[src/rss_pkg.sv]
// Package for the regulator start-up sequencer
package rss_pkg;
    // Soft-start thresholds in millivolts
    localparam logic [12:0] RSS_SHUTDOWN_MV = 13'h03e8;   // 1000 mV
    localparam logic [12:0] RSS_START_MV = 13'h05dc;      // 1500 mV
    localparam logic [12:0] RSS_RAMP_TOP_MV = 13'h0bb8;   // 3000 mV
    // Current limit sense levels in millivolts
    localparam logic [7:0] RSS_ILIM_LOW_MV = 8'h19;       // 25 mV
    localparam logic [7:0] RSS_ILIM_FULL_MV = 8'h48;      // 72 mV
    // Boot delay in switching periods
    localparam int RSS_BOOT_PERIODS = 15;
    // Voltage code decode: millivolts per step and floor
    localparam logic [10:0] RSS_CODE_STEP_MV = 11'h010;   // 16 mV
    localparam logic [10:0] RSS_CODE_MIN_MV = 11'h2bc;    // 700 mV
    localparam logic [5:0] RSS_CODE_MAX = 6'h3f;
    // Power-good window, percent
    localparam int RSS_PG_WINDOW_PCT = 10;

    typedef enum logic [1:0] {
        RSS_SHUTDOWN,
        RSS_IDLE,
        RSS_RAMP,
        RSS_RUN
    } rss_state_t;
endpackage : rss_pkg

[src/rss_sequencer.sv]
// Start-up sequencer logic for a two-phase step-down controller
`timescale 1ns/1ns
`default_nettype none
// Operation
// - Hold converter idle below 1.5V soft-start; allow switching at 1.5V.
// - Ramp current limit from low to full as soft-start goes 1.5V to 3.0V.
// - Soft-start below 1V enters shutdown; external logic may drive it low.
// - After soft-start, regulate to resistor-set boot voltage, not voltage code.
// - Internal power-good rises only inside plus/minus ten percent of boot voltage.
// - Composite power-good is internal power-good AND companion power-good input.
// - Boot-done asserts only after composite power-good high for boot delay.
// - Boot delay is fifteen switching periods from composite power-good rise.
// - On boot-done, target switches from boot voltage to voltage code value.
module rss_sequencer
    import rss_pkg::*;
#(
    parameter int CNT_W = 4
) (
    input wire logic sys_clk,
    input wire logic rst,
    input wire logic [12:0] soft_start_mv,
    input wire logic [10:0] boot_target_mv,
    input wire logic [10:0] vout_mv,
    input wire logic switch_tick,
    input wire logic companion_power_good_in,
    input wire logic [5:0] voltage_code,
    output logic switching_enable,
    output logic shutdown,
    output logic [7:0] current_limit_mv,
    output logic [10:0] target_mv,
    output logic internal_power_good,
    output logic composite_power_good,
    output logic boot_done_select
);
    // ***********************************
    // Input synchronisers
    // ***********************************
    // Level buses are assumed to move slowly next to the clock;
    // a skewed sample caught mid-change lasts one cycle only
    logic [12:0] ss_s1_q, ss_q;
    logic [10:0] vo_s1_q, vo_q;
    logic [10:0] bt_s1_q, bt_q;
    logic [5:0] code_s1_q, code_q;
    logic cpg_s1_q, cpg_q, tick_s1_q, tick_q, tick_prev_q;

    always_ff @(posedge sys_clk) begin
        if (rst) begin
            ss_s1_q <= '0;
            ss_q <= '0;
            vo_s1_q <= '0;
            vo_q <= '0;
            bt_s1_q <= '0;
            bt_q <= '0;
            code_s1_q <= '0;
            code_q <= '0;
            cpg_s1_q <= 1'b0;
            cpg_q <= 1'b0;
            tick_s1_q <= 1'b0;
            tick_q <= 1'b0;
            tick_prev_q <= 1'b0;
        end else begin
            ss_s1_q <= soft_start_mv;
            ss_q <= ss_s1_q;
            vo_s1_q <= vout_mv;
            vo_q <= vo_s1_q;
            bt_s1_q <= boot_target_mv;
            bt_q <= bt_s1_q;
            code_s1_q <= voltage_code;
            code_q <= code_s1_q;
            cpg_s1_q <= companion_power_good_in;
            cpg_q <= cpg_s1_q;
            tick_s1_q <= switch_tick;
            tick_q <= tick_s1_q;
            tick_prev_q <= tick_q;
        end
    end

    // Rising edge of the synced switching clock
    logic tick_rise;
    assign tick_rise = tick_q & ~tick_prev_q;

    // ***********************************
    // Soft-start state
    // ***********************************
    // Thresholds compared on the synced pin level
    rss_state_t state_q;

    always_ff @(posedge sys_clk) begin
        if (rst) begin
            state_q <= RSS_SHUTDOWN;
        end else if (ss_q < RSS_SHUTDOWN_MV) begin
            state_q <= RSS_SHUTDOWN;
        end else if (ss_q < RSS_START_MV) begin
            state_q <= RSS_IDLE;
        end else if (ss_q < RSS_RAMP_TOP_MV) begin
            state_q <= RSS_RAMP;
        end else begin
            state_q <= RSS_RUN;
        end
    end

    // Registered so the pin controls never glitch on a state change
    always_ff @(posedge sys_clk) begin
        if (rst) begin
            switching_enable <= 1'b0;
            shutdown <= 1'b1;
        end else begin
            switching_enable <= (state_q == RSS_RAMP) || (state_q == RSS_RUN);
            shutdown <= (state_q == RSS_SHUTDOWN);
        end
    end

    // ***********************************
    // Current limit ramp
    // ***********************************
    logic [12:0] ss_over;
    logic [19:0] ramp_prod;
    logic [7:0] ramp_add;
    // Linear ramp over the start-to-top span, floor division
    localparam logic [12:0] SPAN = RSS_RAMP_TOP_MV - RSS_START_MV;
    localparam logic [6:0] DELTA = 7'(RSS_ILIM_FULL_MV - RSS_ILIM_LOW_MV);

    always_comb begin
        ss_over = ss_q - RSS_START_MV;
        ramp_prod = 20'(ss_over) * 20'(DELTA);
        ramp_add = 8'(ramp_prod / 20'(SPAN));
    end

    always_ff @(posedge sys_clk) begin
        if (rst) begin
            current_limit_mv <= RSS_ILIM_LOW_MV;
        end else begin
            unique case (state_q)
                RSS_SHUTDOWN, RSS_IDLE: current_limit_mv <= RSS_ILIM_LOW_MV;
                RSS_RAMP: current_limit_mv <= RSS_ILIM_LOW_MV + ramp_add;
                RSS_RUN: current_limit_mv <= RSS_ILIM_FULL_MV;
            endcase
        end
    end

    // ***********************************
    // Power good and boot delay
    // ***********************************
    // Window is nine to eleven tenths of boot, ends included
    logic [14:0] vo_x10, bt_lo_x10, bt_hi_x10;
    logic in_window;

    always_comb begin
        vo_x10 = 15'(vo_q) * 15'(10);
        bt_lo_x10 = 15'(bt_q) * 15'(10 - RSS_PG_WINDOW_PCT / 10);
        bt_hi_x10 = 15'(bt_q) * 15'(10 + RSS_PG_WINDOW_PCT / 10);
        in_window = (vo_x10 >= bt_lo_x10) && (vo_x10 <= bt_hi_x10);
    end

    // Saturates at the boot count; any drop of composite good restarts it
    logic [CNT_W-1:0] delay_cnt_q;
    localparam logic [CNT_W-1:0] BOOT_CNT = CNT_W'(RSS_BOOT_PERIODS);

    // Held once boot done while in the run state, so later code moves cannot drop it
    always_ff @(posedge sys_clk) begin
        if (rst) begin
            internal_power_good <= 1'b0;
        end else if (state_q != RSS_RUN) begin
            internal_power_good <= 1'b0;
        end else if (!boot_done_select) begin
            internal_power_good <= in_window;
        end
    end

    always_ff @(posedge sys_clk) begin
        if (rst) begin
            composite_power_good <= 1'b0;
        end else begin
            composite_power_good <= internal_power_good & cpg_q;
        end
    end

    always_ff @(posedge sys_clk) begin
        if (rst) begin
            delay_cnt_q <= '0;
        end else if (!composite_power_good) begin
            delay_cnt_q <= '0;
        end else if (tick_rise && delay_cnt_q != BOOT_CNT) begin
            delay_cnt_q <= delay_cnt_q + 1'b1;
        end
    end

    // Sticky until soft-start falls back below the start level
    always_ff @(posedge sys_clk) begin
        if (rst) begin
            boot_done_select <= 1'b0;
        end else if (state_q == RSS_SHUTDOWN || state_q == RSS_IDLE) begin
            boot_done_select <= 1'b0;
        end else if (composite_power_good && delay_cnt_q == BOOT_CNT) begin
            boot_done_select <= 1'b1;
        end
    end

    // ***********************************
    // Regulation target
    // ***********************************
    // Code counts down from the top target in fixed steps
    logic [10:0] code_mv;

    always_comb begin
        code_mv = RSS_CODE_MIN_MV
            + 11'(RSS_CODE_MAX - code_q) * RSS_CODE_STEP_MV;
    end

    always_ff @(posedge sys_clk) begin
        if (rst) begin
            target_mv <= '0;
        end else if (boot_done_select) begin
            target_mv <= code_mv;
        end else begin
            target_mv <= bt_q;
        end
    end
endmodule : rss_sequencer
`default_nettype wire

[config.mk]
export PLATFORM = sky130hd
export DESIGN_NAME = rss_sequencer
export DESIGN_NICKNAME = d
export VERILOG_FILES = /design/src/rss_pkg.sv /design/src/rss_sequencer.sv
export SDC_FILE = /design/constraint.sdc
export NUM_CORES = 1
export LEC_CHECK = 0
export BUFFER_PORTS_ARGS = -buffer_cell sky130_fd_sc_hd__buf_4
export CORE_ASPECT_RATIO = 0.75
export CORE_MARGIN = 2
export CORE_UTILIZATION = 49
export CTS_CLUSTER_SIZE = 14
export DETAILED_ROUTE_END_ITERATION = 16
export GPL_ROUTABILITY_DRIVEN = 0
export PLACE_DENSITY = 0.68
export SETUP_SLACK_MARGIN = 0.2
export SYNTH_ARGS = -nofsm -noshare
export SYNTH_HDL_FRONTEND = slang
export SYNTH_SLANG_ARGS = --single-unit
[constraint.sdc]
create_clock -name sys_clk -period 10.7 [get_ports sys_clk]
set_input_delay 3.21 -clock sys_clk [delete_from_list [all_inputs] [get_ports sys_clk]]
set_output_delay 3.21 -clock sys_clk [all_outputs]
set_load 0.01 [all_outputs]
## Yosys cells after proc, flatten, opt, wreduce, memory -nomap -nowiden

Index checks and enable logic that the tools add are counted.

| word-level totals | value |
|---|---|
| input bits | 45 |
| bits in registers | 117 |

| cells by class | value |
|---|---|
| bitwise operators | 4 |
| equal/unequal tests | 6 |
| $add $sub $neg | 5 |
| multiply operators | 4 |
| mux-type cells | 4 |
| reduce and logical (&&, ||, !) cells | 12 |
| divide/modulo/power cells | 1 |
| magnitude comparators | 5 |

Operators with widths:

| operator | number |
|---|---|
| $mul A11 B4 Y15 const B | 2 |
| $pmux W8 S3 | 1 |
| $div A19 B11 Y20 const B | 1 |
| $mul A13 B6 Y19 const B | 1 |
| $ge A15 B15 Y1 | 1 |
| $le A15 B15 Y1 | 1 |
| $mul A11 B3 Y14 const B | 1 |
| $lt A13 B10 Y1 const B | 1 |
| $lt A13 B11 Y1 const B | 1 |
| $lt A13 B12 Y1 const B | 1 |
| $sub A13 B11 Y13 const B | 1 |
| $add A10 B11 Y11 const A | 1 |
| $mux W11 | 1 |
| $reduce_or A2 Y1 | 5 |
| $add A5 B8 Y8 const A | 1 |
| $sub A6 B6 Y7 const A | 1 |
| $add A4 B1 Y4 const B | 1 |
| $eq A2 B2 Y1 const B | 2 |
| $eq A4 B4 Y1 const B | 1 |
| $ne A4 B4 Y1 const B | 1 |
| $logic_and A1 B1 Y1 | 3 |
| $reduce_or A3 Y1 | 1 |
| $and A1 B1 Y1 | 2 |
| $eq A2 B1 Y1 const B | 1 |
| other kinds (5) | 8 |

## Logic depth before layout (Yosys ltp)

Gate-level depths: netlist of the first run.

| depth | value |
|---|---|
| depth after elaboration | 5 |
| mapped depth | 55 |
| mapped depth without buffers | 49 |

## Least setup slack after synthesis of the first run

No wires, ideal clock.

| path | value |
|---|---|
| kind | reg2reg |
| start | register ss_q[3] |
| end | register current_limit_mv[6] |
| stages on the path, launching flop included | 52 |
| arrival time | 11.697 ns |
| path slack | -1.114 ns |
| path buffers | 5 |
| path through | dfxtp_1 clkbuf_1 and3_1 o21ai_0 nor2_1 o21ai_0 xor2_1 fa_1 fa_1 inv_1 fa_1 inv_1 ha_1 buf_4 a21oi_1 o21ai_1 or3_1 o311ai_1 [16 not listed] nor2_2 o211a_1 buf_4 nor4_2 a21oi_2 a41o_1 nor3b_2 a21oi_1 inv_1 a21oi_1 a211o_1 a21o_1 ha_1 a21oi_1 a21oi_1 xnor2_1 nor2_1 nor2_1 |

| between the ends | value |
|---|---|
| cells in the longest elaborated chain, start to end | 5 |

Ends and longest elaborated chain:

| item | RTL line | text |
|---|---|---|
| from (decl) | rss_sequencer.sv:40 | `logic [12:0] ss_s1_q, ss_q;` |
| from (signal assigned) | rss_sequencer.sv:63 | `ss_q <= ss_s1_q;` |
| $sub A13 B11 Y13 | rss_sequencer.sv:124 | `ss_over = ss_q - RSS_START_MV;` |
| $mul A13 B6 Y19 | rss_sequencer.sv:125 | `ramp_prod = 20'(ss_over) * 20'(DELTA);` |
| $div A19 B11 Y20 | rss_sequencer.sv:126 | `ramp_add = 8'(ramp_prod / 20'(SPAN));` |
| $add A5 B8 Y8 | rss_sequencer.sv:135 | `RSS_RAMP: current_limit_mv <= RSS_ILIM_LOW_MV + ramp_add;` |
| $pmux W8 S3 | rss_sequencer.sv:133 | `unique case (state_q)` |
| to (signal assigned) | rss_sequencer.sv:135 |  |
| to (decl) | rss_sequencer.sv:29 | `output logic [7:0] current_limit_mv,` |

No other way between the ends.
A chain may end at the register's enable or synchronous reset.

## Worst setup path after layout of the first run

| path | value |
|---|---|
| start | register ss_q[2] |
| end | register current_limit_mv[6] |

The elaborated chain is that of the path after synthesis.

==> results of run 1 <==
==> worst paths after layout <==
path | startpoint | to | depth (start not counted)
worst min register to register | vo_s1_q[0] | vo_q[0] | 1
worst min-delay path | vo_s1_q[0] | vo_q[0] | 1
worst max-delay path | ss_q[2] | current_limit_mv[6] | 53
worst max register to register | ss_q[2] | current_limit_mv[6] | 53
==> cells by family after synthesis <==
family	count (synthesis)	share of synthesized area [%]
DFF	117	20.8
muxes	20	1.89
AOI/OAI and AO/OA	351	22.4
buffers and inverters	180	6.67
adders and majority gates	172	21.3
and+or+nand+nor	395	19.4
xor gates and xnor gates	96	7.47
==> worst reg2reg max path: cells and delay by family, from the launching register on <==
| kind | cells | cell delay [ns] |
|---|---|---|
| flip-flops | 1 | 0.37 |
| XOR/XNOR | 3 | 0.49 |
| buffers and inverters | 10 | 1.33 |
| AND/OR/NAND/NOR | 17 | 3.59 |
| multiplexers | 1 | 0.25 |
| adder cells (fa/ha/maj) | 6 | 1.93 |
| AO/OA/AOI/OAI | 16 | 3.15 |
==> cell usage in the layout, fill, tap and decap left out, types with 14 or more instances in the layout <==
| cell | count |
|---|---|
| buf_4 | 337 |
| inv_1 | 137 |
| ha_1 | 129 |
| dfxtp_1 | 114 |
| nor2b_1 | 96 |
| a21oi_1 | 72 |
| nand2_1 | 57 |
| xnor2_1 | 56 |
| nor2_1 | 55 |
| o21ai_0 | 49 |
| fa_1 | 34 |
| xor2_1 | 29 |
| a21o_1 | 25 |
| nand3_1 | 24 |
| buf_6 | 23 |
| nor3_1 | 19 |
| a21oi_2 | 18 |
| clkbuf_16 | 18 |
| o211ai_1 | 14 |
==> layer usage <==
layer  track usage, %  vias to the layer above
met1             40.1                     5233
met5                0                        -
met4             4.74                        0
li1                 -                     5438
met2             39.3                      354
met3             4.12                       35
==> through the flow <==
stage / TNS (ns) / worst slack, ns / instance area [um^2] / hold WS (ns)
finish: -2.48 / -0.488 / 16100 / 0.429
detailed placement: -2.72 / -0.520 / 13900 / 0.424
global route: -5.36 / -0.883 / 16100 / 0.452
CTS: -0.311 / -0.144 / 15500 / 0.436
floorplan: -0.147 / -0.0987 / 11600 / 0.414
global placement: -1.52 / -0.362 / 13900 / 0.421
==> timing repair <==
action	in CTS	in global routing
buffers inserted	50	22
cloned	1	0
resized for setup	120	75
setup endpoints to repair	8	8
hold buffers	0	0
pin swaps	64	48
==> registers in the layout, summed over array words and instances (netlist names), 6 cells and up <==
register,flops
ss_q,13
ss_s1_q,13
bt_q,11
bt_s1_q,11
target_mv,11
vo_q,11
vo_s1_q,11
current_limit_mv,8
code_q,6
code_s1_q,6
==> cell type report <==
class / count / share of cell area (%)
repair buffers: 365 / 18.0
flip-flops and latches: 117 / 14.6
well taps: 294 / 2.28
clock inverters: 14 / 1.17
clock buffers: 18 / 2.73
multi-input cells: 1035 / 58.0
inverters: 141 / 3.29
==> flow_summary.ini, run 1 <==
[clock_tree]
clockBufferDepth = 2
cts.sink_count = 117
cts-buffers-inserted = 17
h-tree-depth = 4
cts_root_buffer = clkbuf_16
clk_latency_ns = 0.41
cts_tree = done
clk_pin_slew_worst_paths_ns = 0.06

[floorplan]
fp-row-count = 47
die_area_mm2 = 0.0242
die_h_um = 135
dieWidth_um = 179
core_area_mm2 = 0.0223
io_pins = 69
initial_core_util_pct = 50.5

[placed_design]
io_buffers = 68
dp.final_hpwl_mm = 23.4
dp.cells = 1879

[drt]
wl_met2_mm = 14.4
drt_iter0_drc = 852
wire_per_inst_um = 16.7
drc = 0
top_layer_used = met4
avgViaCountPerCell = 5.57
antenna_left = 0
wl_met3_mm = 2.06
drt_pass1_iterations = 5
wl_met1_mm = 16.3
wirelength_mm = 33.1
vias = 11100

[cells_and_area]
area_delta_synth_final_pct = 43.2
layout.nets = 1891
fillers = 1582
final_layout_size_suffix_gt1_share_pct = 36.1
ff_latch_area_mm2 = 0.00235
finalNonFillerCells = 1984
fin_util_pct = 72.3
multi_input_area_mm2 = 0.00934
diodes = 0

[setup_path]
rrSetupSlack_ns = -0.49
path_delay_family = simple AND/OR/NAND/NOR gates
crit_buf_inv = 10
crit_arrival_ns = 11.49
worst_setup_path_end_kind = register
slowest_stage = or4_4
slowest_delay_ns = 0.60
critPathRequiredTime_ns = 11.00
startpoint_type = register
crit_top_cell = buf_4
path_class = register to register
cp_max_fo = 7

[timing]
finalClockSkew_ns = 0.0129
finalSetupViolCount = 8
slew_viol_final = 0
final-hold-violation-count = 0
min_period_over_period_pct = 105
clock.fmax_mhz = 89.4
worst_pin_slew_ns = 0.826
rsz0062_at_grt = true
max-slew-margin-rel_pct = 44.9
finalWorstPathRequiredPeriod_ns = 11.19
setup_ws_ns = -0.488

[grt]
grtUsageTotal_pct = 26.3
grt_pass1_wl_mm = 51.8
grt_pass1_vias = 10600
antenna_found_initial = 0
grt_max_degree = 66
grt_remaining_overflow = 0

[yosys]
async_flop_share_pct = 0
ys_seq_area_share_pct = 20.8
syn_area_mm2 = 0.0112
synth_cell_type_count = 108
yosysWarnings = 0
netlist_instances = 1331
avgSynthCellArea_um2 = 8.45
synth_common_cells = inv_1 (141), ha_1 (135), dfxtp_1 (117)
synth_nets = 1545
yosys.cell_count.top_type = inv_1
synth_largest_area_cell = dfxtp_1
synth_ff_type = dfxtp_1
synth-seq-cells = 117
synth_top_cell_area_share_pct = 20.8
synthTopCellsByArea = dfxtp_1 (21%), ha_1 (15%), fa_1 (6.1%)
synth_edf_count = 0

[status]
violations = negative setup slack
outcome = complete, but fails checks

[job]
max-cap-violations = 0

[hold_path]
hold_class = register to register
Power of run 1 is not shown: default switching activity piles up to over one toggle a cycle in this logic, so the estimate is an artifact.
==> inputs of run 2 (changes only) <==
--- a/config.mk
+++ b/config.mk
@@ -7,9 +7,7 @@
 export LEC_CHECK = 0
 export BUFFER_PORTS_ARGS = -buffer_cell sky130_fd_sc_hd__buf_4
 export CORE_ASPECT_RATIO = 0.75
-export CORE_MARGIN = 2
 export CORE_UTILIZATION = 49
-export CTS_CLUSTER_SIZE = 14
 export DETAILED_ROUTE_END_ITERATION = 16
 export GPL_ROUTABILITY_DRIVEN = 0
 export PLACE_DENSITY = 0.68
==> flow_summary.ini, run 2 (same netlist as run 1, synthesis figures left out) <==
[status]
outcome = complete, but fails checks
violations = negative setup slack

[cells_and_area]
largestRegisters = ss_q (13), ss_s1_q (13)
mostFrequentLayoutCells = buf_4 (359), inv_1 (136), ha_1 (123)
area_delta_synth_final_pct = 47.6
layout_commonest_cell = buf_4
layout.nets = 1920
diodes = 0
final_layout_size_suffix_gt1_share_pct = 39.0

[clock_tree]
cts_root_buffer = clkbuf_16
cts_hold_buf = 0
cts-buffers-inserted = 17
cts.sink_count = 117
cts_tree = done
clockBufferDepth = 2
clk_latency_ns = 0.42
h-tree-depth = 4
clk_pin_slew_worst_paths_ns = 0.06

[hold_path]
hold_class = register to register

[drt]
avgViaCountPerCell = 5.68
drc = 0
wire_per_inst_um = 17.4
drt_pass1_iterations = 6
vias = 11400
drt_iter0_drc = 899
antenna_left = 0
wirelength_mm = 35.1

[timing]
finalWorstPathRequiredPeriod_ns = 11.26
final-hold-violation-count = 0
worst_pin_slew_ns = 0.789
clock.fmax_mhz = 88.8
finalSetupViolCount = 8
finalClockSkew_ns = 0.0131
setup_ws_ns = -0.562
max-slew-margin-rel_pct = 47.3
slew_viol_final = 0
rsz0062_at_grt = true
whs_ns = 0.434
min_period_over_period_pct = 105

[grt]
grtUsageTotal_pct = 27.7
grt_pass1_wl_mm = 53.4
grt_max_degree = 77
grt_remaining_overflow = 0
grt_pass1_vias = 10900
antenna_found_initial = 1

[setup_path]
worst_setup_path_end_kind = register
critPathRequiredTime_ns = 10.99
crit_buf_inv = 10
slowest_delay_ns = 0.51
path_delay_family = compound AO/OA/AOI/OAI gates
slowest_stage = fa_1
startpoint_type = register
path_class = register to register
crit_arrival_ns = 11.56
cp_max_fo = 6

[placed_design]
io_buffers = 68
dp.final_hpwl_mm = 23.4
dp_slack_ns = -0.334

[floorplan]
fp-row-count = 47
core_area_mm2 = 0.0223
die_h_um = 133
initial_core_util_pct = 50.5
die_area_mm2 = 0.0236
io_pins = 69
dieWidth_um = 177

[job]
max-cap-violations = 0
[run 2: cell count changes in the layout (fill, tap and decap cells not counted), sizes merged]
cell,change
clkbuf,-2
inv,+3
nand3,-1
buf,+30
o211ai,+1
bufinv,-2
[run 2: cell type report]
cell class	count	area [um^2]
repair buffers	394	3100
well taps	294	368
flip-flops and latches	117	2350
fillers	1486	5690
clock buffers	17	425
multi-input cells	1035	9670
inverters	141	529
clock inverters	15	156
[run 2: through the flow]
stage / instance area [um^2] / std cells / utilization (%) / setup TNS (ns)
after floorplan: 11600 / 1331 / - / -0.147
after global routing: 16600 / 2013 / 74.5 / -5.83
after global placement: 13900 / 1886 / 62.5 / -0.568
final: 16600 / 2013 / 74.5 / -3.06
after CTS: 15800 / 1980 / 70.8 / 0
after detailed placement: 13900 / 1886 / 62.5 / -1.49
[run 2: final timing paths]
path / startpoint / end / slack, ns / cells after the start
setup / recovery: ss_q[2] / current_limit_mv[5] / -0.56 / 51
hold / removal: code_s1_q[5] / code_q[5] / 0.43 / 1
setup reg to reg: ss_q[2] / current_limit_mv[5] / -0.56 / 51
hold reg to reg: code_s1_q[5] / code_q[5] / 0.43 / 1
[run 2: routing by layer]
metal | wire, um | track usage (%)
met5 | 0 | 0
met4 | 692 | 5.75
met3 | 2220 | 4.51
met2 | 15300 | 41.7
met1 | 16900 | 41.4
[run 2: what timing repair did]
action | in CTS | in global routing
resized for setup | 161 | 103
setup buffers | 61 | 33
cloned | 1 | 0
endpoints found under the setup margin | 7 | 8
pin swaps | 98 | 72
Power of run 2 is left out for the same reason.
